`src/shutter_pkg.sv`:
```
package shutter_pkg;
  localparam logic [7:0]  ADDR_MASK    = 8'h74; // Both mask counts
  localparam logic [7:0]  ADDR_NUM     = 8'h75; // Pulses per field
  localparam logic [7:0]  ADDR_CTRL    = 8'h76;
  localparam logic [7:0]  ADDR_TOG     = 8'h77;
  localparam logic [7:0]  ADDR_FINE    = 8'h78;
  localparam logic [7:0]  ADDR_ACTION  = 8'h70;
  localparam logic [7:0]  ADDR_STATUS  = 8'h79;
  localparam int          MASK_HI_LSB  = 16;
  localparam int          TOG2_LSB     = 16;
  localparam logic [13:0] FINE_OFF     = 14'h3FFF; // Field maximum, extra pulse off
  localparam logic [12:0] NUM_RESET    = 13'h0001;
  localparam logic [2:0]  ACT_IDLE     = 3'h0;
  localparam logic [2:0]  ACT_ONCE     = 3'h1;
  localparam logic [2:0]  ACT_EXPOSE   = 3'h5;
  localparam logic [2:0]  ACT_READ     = 3'h6;
  localparam logic [2:0]  ACT_FORCE    = 3'h7;
  localparam logic [1:0]  RESP_OKAY    = 2'h0;
  localparam logic [1:0]  RESP_SLVERR  = 2'h2;

  typedef enum logic [3:0] {
    PC_IDLE   = 4'b0001,
    PC_ARMED  = 4'b0010,
    PC_RUN    = 4'b0100,
    PC_MANUAL = 4'b1000
  } pc_state_t;

  // Line-locked shadow copy of the substrate settings
  typedef struct packed {
    logic        pol;
    logic [13:0] tog1;
    logic [13:0] tog2;
    logic [12:0] num;
    logic [12:0] delay;
  } sub_cfg_t;
endpackage : shutter_pkg

```
`src/substrate_shutter.sv`:
```
`timescale 1ns/100ps
module substrate_shutter #(
  parameter int PIX_W = 14,
  parameter int CNT_W = 13
) (
  input  wire logic        aclk,
  input  wire logic        aresetn,
  input  wire logic        field_start,
  input  wire logic        line_start,
  input  wire logic        gate_line,
  input  wire logic [13:0] pixel_pos,
  input  wire logic        gate_request,
  input  wire logic [31:0] awaddr,
  input  wire logic        awvalid,
  output logic             awready,
  input  wire logic [31:0] wdata,
  input  wire logic [3:0]  wstrb,
  input  wire logic        wvalid,
  output logic             wready,
  output logic [1:0]       bresp,
  output logic             bvalid,
  input  wire logic        bready,
  input  wire logic [31:0] araddr,
  input  wire logic        arvalid,
  output logic             arready,
  output logic [31:0]      rdata,
  output logic [1:0]       rresp,
  output logic             rvalid,
  input  wire logic        rready,
  output logic             substrate_clear_pulse,
  output logic             vertical_sense_gate
);
  initial
  begin
    if (PIX_W != 14 || CNT_W != 13)
      $error("substrate_shutter supports only 14-bit pixels and 13-bit counts");
  end

  ////////////////////////////////////////////////////////////////////////////
  // Register bus
  logic [12:0] exposure_field_count_q, substrate_mask_field_count_q;
  logic [12:0] substrate_pulses_per_field_q, substrate_start_line_delay_q;
  logic        skip_first_mask_q, gate_suppress_enable_q, substrate_start_polarity_q;
  logic [13:0] substrate_toggle_first_q, substrate_toggle_second_q;
  logic [13:0] fine_pulse_toggle_first_q, fine_pulse_toggle_second_q;
  logic        fine_first_on_field_q, fine_second_on_field_q;
  logic [12:0] primary_max_q;
  logic [2:0]  action_q;
  logic        action_strobe_q;
  logic [31:0] awaddr_q, wdata_q;
  logic        aw_held_q, w_held_q;
  logic        wr_go;
  logic        wr_hit;

  assign awready = !aw_held_q && !bvalid;
  assign wready  = !w_held_q && !bvalid;
  assign wr_go   = (aw_held_q || awvalid) && (w_held_q || wvalid) && !bvalid;

  function automatic logic [7:0] word_addr(input logic [31:0] a);
    word_addr = a[9:2];
  endfunction : word_addr

  function automatic logic known_addr(input logic [7:0] w);
    known_addr = (w == shutter_pkg::ADDR_MASK) || (w == shutter_pkg::ADDR_NUM)
              || (w == shutter_pkg::ADDR_CTRL) || (w == shutter_pkg::ADDR_TOG)
              || (w == shutter_pkg::ADDR_FINE) || (w == shutter_pkg::ADDR_ACTION)
              || (w == shutter_pkg::ADDR_STATUS);
  endfunction : known_addr

  logic [31:0] wa, wd;
  assign wa     = aw_held_q ? awaddr_q : awaddr;
  assign wd     = w_held_q ? wdata_q : wdata;
  assign wr_hit = known_addr(word_addr(wa)) && (wa[31:10] == 22'h000000);

  // Address and data may arrive in either order; hold each until both are here
  always_ff @(posedge aclk)
  begin
    if (!aresetn)
    begin
      aw_held_q <= 1'b0;
      w_held_q  <= 1'b0;
      awaddr_q  <= 32'h0;
      wdata_q   <= 32'h0;
      bvalid    <= 1'b0;
      bresp     <= shutter_pkg::RESP_OKAY;
    end
    else
    begin
      if (wr_go)
      begin
        aw_held_q <= 1'b0;
        w_held_q  <= 1'b0;
        bvalid    <= 1'b1;
        bresp     <= wr_hit ? shutter_pkg::RESP_OKAY : shutter_pkg::RESP_SLVERR;
      end
      else
      begin
        if (awvalid && awready)
        begin
          aw_held_q <= 1'b1;
          awaddr_q  <= awaddr;
        end
        if (wvalid && wready)
        begin
          w_held_q <= 1'b1;
          wdata_q  <= wdata;
        end
        if (bvalid && bready)
          bvalid <= 1'b0;
      end
    end
  end

  // Register writes; no per-lane strobes: whole words only, with all four strobes set or the data held, for simplicity
  always_ff @(posedge aclk)
  begin
    if (!aresetn)
    begin
      exposure_field_count_q       <= 13'h0;
      substrate_mask_field_count_q <= 13'h0;
      substrate_pulses_per_field_q <= shutter_pkg::NUM_RESET;
      substrate_start_line_delay_q <= 13'h0;
      skip_first_mask_q            <= 1'b0;
      gate_suppress_enable_q       <= 1'b0;
      substrate_start_polarity_q   <= 1'b0;
      fine_first_on_field_q        <= 1'b0;
      fine_second_on_field_q       <= 1'b0;
      substrate_toggle_first_q     <= 14'h0;
      substrate_toggle_second_q    <= 14'h0;
      fine_pulse_toggle_first_q    <= shutter_pkg::FINE_OFF;
      fine_pulse_toggle_second_q   <= shutter_pkg::FINE_OFF;
      primary_max_q                <= 13'h0001;
      action_q                     <= shutter_pkg::ACT_IDLE;
      action_strobe_q              <= 1'b0;
    end
    else
    begin
      action_strobe_q <= 1'b0;
      if (wr_go && wr_hit && (wstrb == 4'hF || w_held_q))
      begin
        case (word_addr(wa))
          shutter_pkg::ADDR_MASK:
          begin
            exposure_field_count_q       <= wd[12:0];
            substrate_mask_field_count_q <= wd[shutter_pkg::MASK_HI_LSB +: 13];
          end
          shutter_pkg::ADDR_NUM:
            if (wd[12:0] != 13'h0)
              substrate_pulses_per_field_q <= wd[12:0];
          shutter_pkg::ADDR_CTRL:
          begin
            substrate_start_line_delay_q <= wd[12:0];
            skip_first_mask_q            <= wd[16];
            gate_suppress_enable_q       <= wd[17];
            substrate_start_polarity_q   <= wd[18];
            fine_first_on_field_q        <= wd[19];
            fine_second_on_field_q       <= wd[20];
          end
          shutter_pkg::ADDR_TOG:
          begin
            substrate_toggle_first_q  <= wd[13:0];
            substrate_toggle_second_q <= wd[shutter_pkg::TOG2_LSB +: 14];
          end
          shutter_pkg::ADDR_FINE:
          begin
            fine_pulse_toggle_first_q  <= wd[13:0];
            fine_pulse_toggle_second_q <= wd[shutter_pkg::TOG2_LSB +: 14];
          end
          shutter_pkg::ADDR_ACTION:
          begin
            action_q        <= wd[2:0];
            primary_max_q   <= wd[16 +: 13];
            action_strobe_q <= 1'b1;
          end
          default:
            action_strobe_q <= 1'b0;
        endcase
      end
    end
  end

  ////////////////////////////////////////////////////////////////////////////
  // Primary field counter; the secondary counter is not modelled at all
  shutter_pkg::pc_state_t pc_q;
  logic [12:0] field_cnt_q, gate_mask_q, sub_mask_q;
  logic        skip_pend_q;

  // Counter advances on each field boundary while running
  always_ff @(posedge aclk)
  begin
    if (!aresetn)
    begin
      pc_q        <= shutter_pkg::PC_IDLE;
      field_cnt_q <= 13'h0;
      gate_mask_q <= 13'h0;
      sub_mask_q  <= 13'h0;
      skip_pend_q <= 1'b0;
    end
    else if (action_strobe_q)
    begin
      case (action_q)
        shutter_pkg::ACT_ONCE:   pc_q <= shutter_pkg::PC_ARMED;
        shutter_pkg::ACT_EXPOSE: pc_q <= shutter_pkg::PC_MANUAL;
        shutter_pkg::ACT_READ:
        begin
          pc_q        <= shutter_pkg::PC_RUN;
          gate_mask_q <= 13'h0;
        end
        default:                 pc_q <= shutter_pkg::PC_IDLE;
      endcase
      field_cnt_q <= 13'h0;
      skip_pend_q <= skip_first_mask_q;
    end
    else if (field_start)
    begin
      case (pc_q)
        shutter_pkg::PC_ARMED:
        begin
          pc_q        <= shutter_pkg::PC_RUN;
          field_cnt_q <= 13'h1;
          // Zero counts leave the outputs untouched
          gate_mask_q <= exposure_field_count_q;
          sub_mask_q  <= substrate_mask_field_count_q;
        end
        shutter_pkg::PC_RUN:
        begin
          field_cnt_q <= field_cnt_q + 13'h1;
          if (field_cnt_q >= primary_max_q)
            pc_q <= shutter_pkg::PC_IDLE;
          if (skip_pend_q)
            skip_pend_q <= 1'b0;
          else
          begin
            if (gate_mask_q != 13'h0)
              gate_mask_q <= gate_mask_q - 13'h1;
            if (sub_mask_q != 13'h0)
              sub_mask_q <= sub_mask_q - 13'h1;
          end
        end
        default:
          field_cnt_q <= field_cnt_q;
      endcase
    end
  end

  logic gate_masked, sub_masked;
  assign gate_masked = (pc_q == shutter_pkg::PC_MANUAL)
                    || (pc_q == shutter_pkg::PC_RUN && !skip_pend_q && gate_mask_q != 13'h0);
  assign sub_masked  = (pc_q == shutter_pkg::PC_MANUAL)
                    || (pc_q == shutter_pkg::PC_RUN && !skip_pend_q && sub_mask_q != 13'h0);

  ////////////////////////////////////////////////////////////////////////////
  // Line sequencing of the substrate pulse train
  shutter_pkg::sub_cfg_t cfg_q;
  logic [13:0] fine1_q, fine2_q;
  logic        after_gate_q, run_q;
  logic [12:0] wait_q, left_q;
  logic        last_line;

  // Shadow copies refresh at the line after the gate line; fine copies at the field edge if their on-field bit is set
  always_ff @(posedge aclk)
  begin
    if (!aresetn)
    begin
      cfg_q        <= '0;
      fine1_q      <= shutter_pkg::FINE_OFF;
      fine2_q      <= shutter_pkg::FINE_OFF;
      after_gate_q <= 1'b0;
    end
    else
    begin
      if (line_start)
        after_gate_q <= gate_line;
      if (line_start && after_gate_q)
      begin
        cfg_q <= '{substrate_start_polarity_q, substrate_toggle_first_q, substrate_toggle_second_q,
                   substrate_pulses_per_field_q, substrate_start_line_delay_q};
        if (!fine_first_on_field_q)
          fine1_q <= fine_pulse_toggle_first_q;
        if (!fine_second_on_field_q)
          fine2_q <= fine_pulse_toggle_second_q;
      end
      if (field_start && fine_first_on_field_q)
        fine1_q <= fine_pulse_toggle_first_q;
      if (field_start && fine_second_on_field_q)
        fine2_q <= fine_pulse_toggle_second_q;
    end
  end

  // Count delay lines, then one pulse per line until the count runs out
  always_ff @(posedge aclk)
  begin
    if (!aresetn)
    begin
      run_q  <= 1'b0;
      wait_q <= 13'h0;
      left_q <= 13'h0;
    end
    else if (field_start)
      run_q <= 1'b0;
    else if (line_start && after_gate_q)
    begin
      run_q  <= 1'b1;
      wait_q <= substrate_start_line_delay_q;
      left_q <= substrate_pulses_per_field_q;
    end
    else if (line_start && run_q)
    begin
      if (wait_q != 13'h0)
        wait_q <= wait_q - 13'h1;
      else if (left_q != 13'h0)
        left_q <= left_q - 13'h1;
    end
  end

  assign last_line = run_q && wait_q == 13'h0 && left_q == 13'h1;

  function automatic logic in_window(input logic [13:0] p, a, b);
    in_window = (p >= a) && (p < b);
  endfunction : in_window

  // Pixel index lags one cycle to line up with the line counters, which move on
  // the line_start edge; otherwise pixel 0 would be judged against the old line
  logic [13:0] pixel_q;
  always_ff @(posedge aclk)
  begin
    if (!aresetn)
      pixel_q <= 14'h0;
    else
      pixel_q <= pixel_pos;
  end

  logic pulse_now, fine_now;
  assign pulse_now = run_q && wait_q == 13'h0 && left_q != 13'h0
                  && in_window(pixel_q, cfg_q.tog1, cfg_q.tog2);
  // Maximum value never matches a pixel window, so no extra pulse
  assign fine_now  = last_line && fine1_q != shutter_pkg::FINE_OFF
                  && in_window(pixel_q, fine1_q, fine2_q);

  // Outputs from flops; masking comes from the primary counter, and the gate also from the suppress bit
  always_ff @(posedge aclk)
  begin
    if (!aresetn)
    begin
      substrate_clear_pulse <= 1'b0;
      vertical_sense_gate   <= 1'b0;
    end
    else
    begin
      substrate_clear_pulse <= cfg_q.pol ^ ((pulse_now || fine_now) && !sub_masked);
      vertical_sense_gate   <= gate_request && !gate_masked && !gate_suppress_enable_q;
    end
  end

  ////////////////////////////////////////////////////////////////////////////
  // Read channel, one-cycle answer
  logic [31:0] rd_val;
  always_comb
  begin
    rd_val = 32'h0;
    case (word_addr(araddr))
      shutter_pkg::ADDR_MASK:   rd_val = {3'h0, substrate_mask_field_count_q, 3'h0, exposure_field_count_q};
      shutter_pkg::ADDR_NUM:    rd_val = {19'h0, substrate_pulses_per_field_q};
      shutter_pkg::ADDR_CTRL:   rd_val = {11'h0, fine_second_on_field_q, fine_first_on_field_q,
                                          substrate_start_polarity_q, gate_suppress_enable_q,
                                          skip_first_mask_q, 3'h0, substrate_start_line_delay_q};
      shutter_pkg::ADDR_TOG:    rd_val = {2'h0, substrate_toggle_second_q, 2'h0, substrate_toggle_first_q};
      shutter_pkg::ADDR_FINE:   rd_val = {2'h0, fine_pulse_toggle_second_q, 2'h0, fine_pulse_toggle_first_q};
      shutter_pkg::ADDR_ACTION: rd_val = {3'h0, primary_max_q, 13'h0, action_q};
      shutter_pkg::ADDR_STATUS: rd_val = {pc_q, 2'h0, sub_masked, gate_masked, 11'h0, field_cnt_q};
      default:                  rd_val = 32'h0;
    endcase
  end

  assign arready = !rvalid;
  always_ff @(posedge aclk)
  begin
    if (!aresetn)
    begin
      rvalid <= 1'b0;
      rdata  <= 32'h0;
      rresp  <= shutter_pkg::RESP_OKAY;
    end
    else if (arvalid && arready)
    begin
      rvalid <= 1'b1;
      rdata  <= rd_val;
      rresp  <= (known_addr(word_addr(araddr)) && araddr[31:10] == 22'h0)
                ? shutter_pkg::RESP_OKAY : shutter_pkg::RESP_SLVERR;
    end
    else if (rready)
      rvalid <= 1'b0;
  end
endmodule : substrate_shutter

```
`config.mk`:
```
export PLATFORM = sky130hd
export DESIGN_NAME = substrate_shutter
export DESIGN_NICKNAME = d
export VERILOG_FILES = /design/src/shutter_pkg.sv /design/src/substrate_shutter.sv
export SDC_FILE = /design/constraint.sdc
export NUM_CORES = 1
export LEC_CHECK = 0
export ABC_AREA = 0
export BUFFER_PORTS_ARGS = -buffer_cell sky130_fd_sc_hd__buf_2
export CORE_ASPECT_RATIO = 1.25
export CORE_UTILIZATION = 35
export DETAILED_ROUTE_END_ITERATION = 12
export REMOVE_ABC_BUFFERS = 1
export SYNTH_ARGS = -nofsm -noshare
export SYNTH_HDL_FRONTEND = slang
export SYNTH_SLANG_ARGS = --single-unit
```
`constraint.sdc`:
```
create_clock -name aclk -period 2.9 [get_ports aclk]
set_input_delay 0.58 -clock aclk [delete_from_list [all_inputs] [get_ports aclk]]
set_output_delay 0.58 -clock aclk [all_outputs]
set_load 0.005 [all_outputs]
```
==> out/metrics.yaml <==
sta:
  slew_headroom: 0.394
  clock_skew_ns: 0.0209
  finalCriticalPeriod_ns: 2.56
  fin_tns_setup_ns: 0
  fin_ws_ns: 0.342
  finalHoldViolations: 0
  clock.fmax_mhz: 391
  tightest_slew_ns: 0.907
  rsz0062_at_grt: "false"
  slew_violations: 0
  finalCritPeriodShare: 0.882
  finalSetupViolCount: 0
synth:
  synth-async-reset-ratio: 0
  synth-seq-cells: 369
  netlist_area_sq_um: 17700
  synth_top_flop_cell: "dfxtp_1"
  synth_top_area_frac: 0.417
  syn_area_per_cell_sq_um: 8.24
  yosys.area.top_type: "dfxtp_1"
  seq_area_frac_synth: 0.417
  synth_cell_type_count: 69
  yosys-top-cells-area: "dfxtp_1 (42%), mux2i_1 (7.5%), nand2_1 (7.2%)"
  synth-edff-count: 0
  ys_warn_count: 0
  synth_cells: 2149
drt:
  drtAntennaViolNets: 0
  num_vias: 15906
  viasPerCell: 5.38
  first_iter_violations: 1090
  routedWlPerCell_um: 18.6
  wl_mm: 55.0
  drc: 0
  first_pass_iters: 6
critical_path:
  crit_start: "wait_q[8]"
  startpoint_type: "flip-flop"
  required_ns: 3.39
  path_class: "flip-flop to flip-flop"
  crit_path_max_fanout: 9
  arrival_ns: 3.05
  endpoint_kind: "flip-flop"
  r2r_slack_ns: 0.34
  reg2regPathDepth: 8
  reg2reg_from: "wait_q[8]"
  worstReg2RegEnd: "left_q[1]"
min_path:
  worstHoldStart: "rready"
  hold_class: "input pin to flip-flop"
  hold-path-endpoint: "rvalid"
  hold_depth: 2
pwr:
  p_per_area_nw_per_um2: 544
  finalPower_mw: 11.2
  p_leak_nw: 8.38
  ir_drop_mv: 0.370
global_routing:
  grtUsageTotal: 0.212
  grt_use_met1: 0.260
  grt_overflow: 0
  grt_util_met3: 0.0309
  grt_max_degree: 114
  grt_pass1_wl_mm: 85.7
  grt_pass1_vias: 15309
  gr-usage-met2: 0.367
  grt_antenna_before_repair: 3
  top_usage_layer: "met2"
floorplanning:
  io_pins: 168
  row_count: 91
  fp.dieW_um: 203
  start_util: 0.357
  dieHeight_um: 253
  core_region_area_sq_um: 49600
  die_area_sq_um: 51500
clock_tree:
  ctsResizeCount: 0
  worstSkewPairLatency_ns: 0.56
  cts-hold-fix-buffers: 0
  cts_buffer_depth: 3
  post_cts_buffers: 0
  cts-root-buf: "clkbuf_16"
  clkSlewWorstSetupHoldPaths_ns: 0.06
  cts_made_buffers: 39
  htreeDepth: 2
  cts_tree: "done"
  cts_sinks: 369
layout:
  fin_nets: 2483
  drive_above_1_share: 0.143
  layout_commonest_cell: "dfxtp_1"
  final_cells: 2958
  multi_input_area_sq_um: 9420
  final_cell_mix: "dfxtp_1 (368), nand2_1 (340), nor2_1 (243)"
  fin_util: 0.416
  seq_area_sq_um: 7390
  area_growth_pct: 16.6
  nFillCells: 5068
placement:
  io_buffer_count: 155
  dp_slack_ns: -0.0129
  place_congestion: 0.870
  dp_hpwl_mm: 40.2
  placed_cells: 2892
flow_run:
  cap_violations: 0
run_status:
  status: "completed"
## cell usage after synthesis, drive strengths merged, types with 4 or more instances
master	count
ha	76
a21oi	204
buf	38
nor3b	6
nand3	26
dfxtp	369
nor2b	9
and3	10
clkbuf	95
o21a	4
nand2	340
nor2	244
a41oi	6
nand4	20
mux2i	133
nand3b	5
o21ai	97
nand4b	5
nor4	36
mux2	27
a21o	15
a31oi	13
and2	23
a211oi	34
or3	7
or2	6
a221oi	24
nand2b	9
a22oi	19
o41ai	5
nor3	44
a2bb2oi	7
xor2	9
inv	91
or4	5
a221o	10
o211ai	36
## logic make-up (layout without fill, tap and decap cells)
family | count (synthesis) | count (layout) | share of synthesized area
AND/OR/NAND/NOR | 801 | 801 | 0.199
AO/OA/AOI/OAI | 506 | 506 | 0.178
flip-flops | 369 | 369 | 0.417
buffers and inverters | 224 | 378 | 0.0537
multiplexers | 160 | 160 | 0.0924
adder cells (fa/ha/maj) | 76 | 76 | 0.0537
XOR/XNOR | 12 | 12 | 0.00594
other | 1 | 5 | 0.000212
## metal layers
metal / up-vias / part of all wire
met1: 7551 / 0.43
met4: 2 / 0.043
met2: 417 / 0.48
met3: 124 / 0.046
li1: 7812 / -
met5: - / 0.00024
## where the power goes
group          internal [mW]  total, mW  switching, mW  leakage, nW
Sequential              5.17       5.24         0.0788         2.99
Combinational          0.384       1.01          0.628         4.79
Clock                   2.90       4.97           2.07        0.603
Total                   8.45       11.2           2.78         8.38
## critical path, cell delays in order (launching register included)
cell and delay (ns):
dfxtp_1 0.36, nor4_1 0.59, and4b_1 0.36, a21boi_1 0.29, o21ai_1 0.25, buf_4 0.27, a211oi_1 0.23, a21oi_1 0.07
nor2_1 0.09
## sequential cells by signal (all words and copies together) (netlist names), 14 cells and up
register / cells
awaddr_q: 30
cfg_q: 29
fine1_q: 14
fine2_q: 14
fine_pulse_toggle_first_q: 14
fine_pulse_toggle_second_q: 14
pixel_q: 14
rdata: 30
substrate_toggle_first_q: 14
substrate_toggle_second_q: 14
wdata_q: 28
## area by class of cell
cell class              count  area share
diodes                      1    0.000121
clock buffers              56      0.0553
clock inverters             9     0.00497
inverters                  91      0.0169
multi-input cells        1559       0.456
flip-flops and latches    369       0.358
well taps                 651      0.0394
repair buffers            222      0.0693
## worst max path at each step
stage | to | cells after the start
floorplan | rdata[10] | 4
global placement | substrate_pulses_per_field_q[0] | 10
detailed placement | substrate_pulses_per_field_q[0] | 10
CTS | fine_pulse_toggle_first_q[4] | 8
global route | fine_pulse_toggle_first_q[3] | 9
finish | left_q[1] | 8
## metrics by stage
step,hold slack (ns),area (sq um)
finish,0.199,20600
global placement,0.437,19400
detailed placement,0.445,19400
global route,0.191,20600
CTS,0.181,20600
floorplan,0.420,17100
Power figures use the tool's default switching activity.
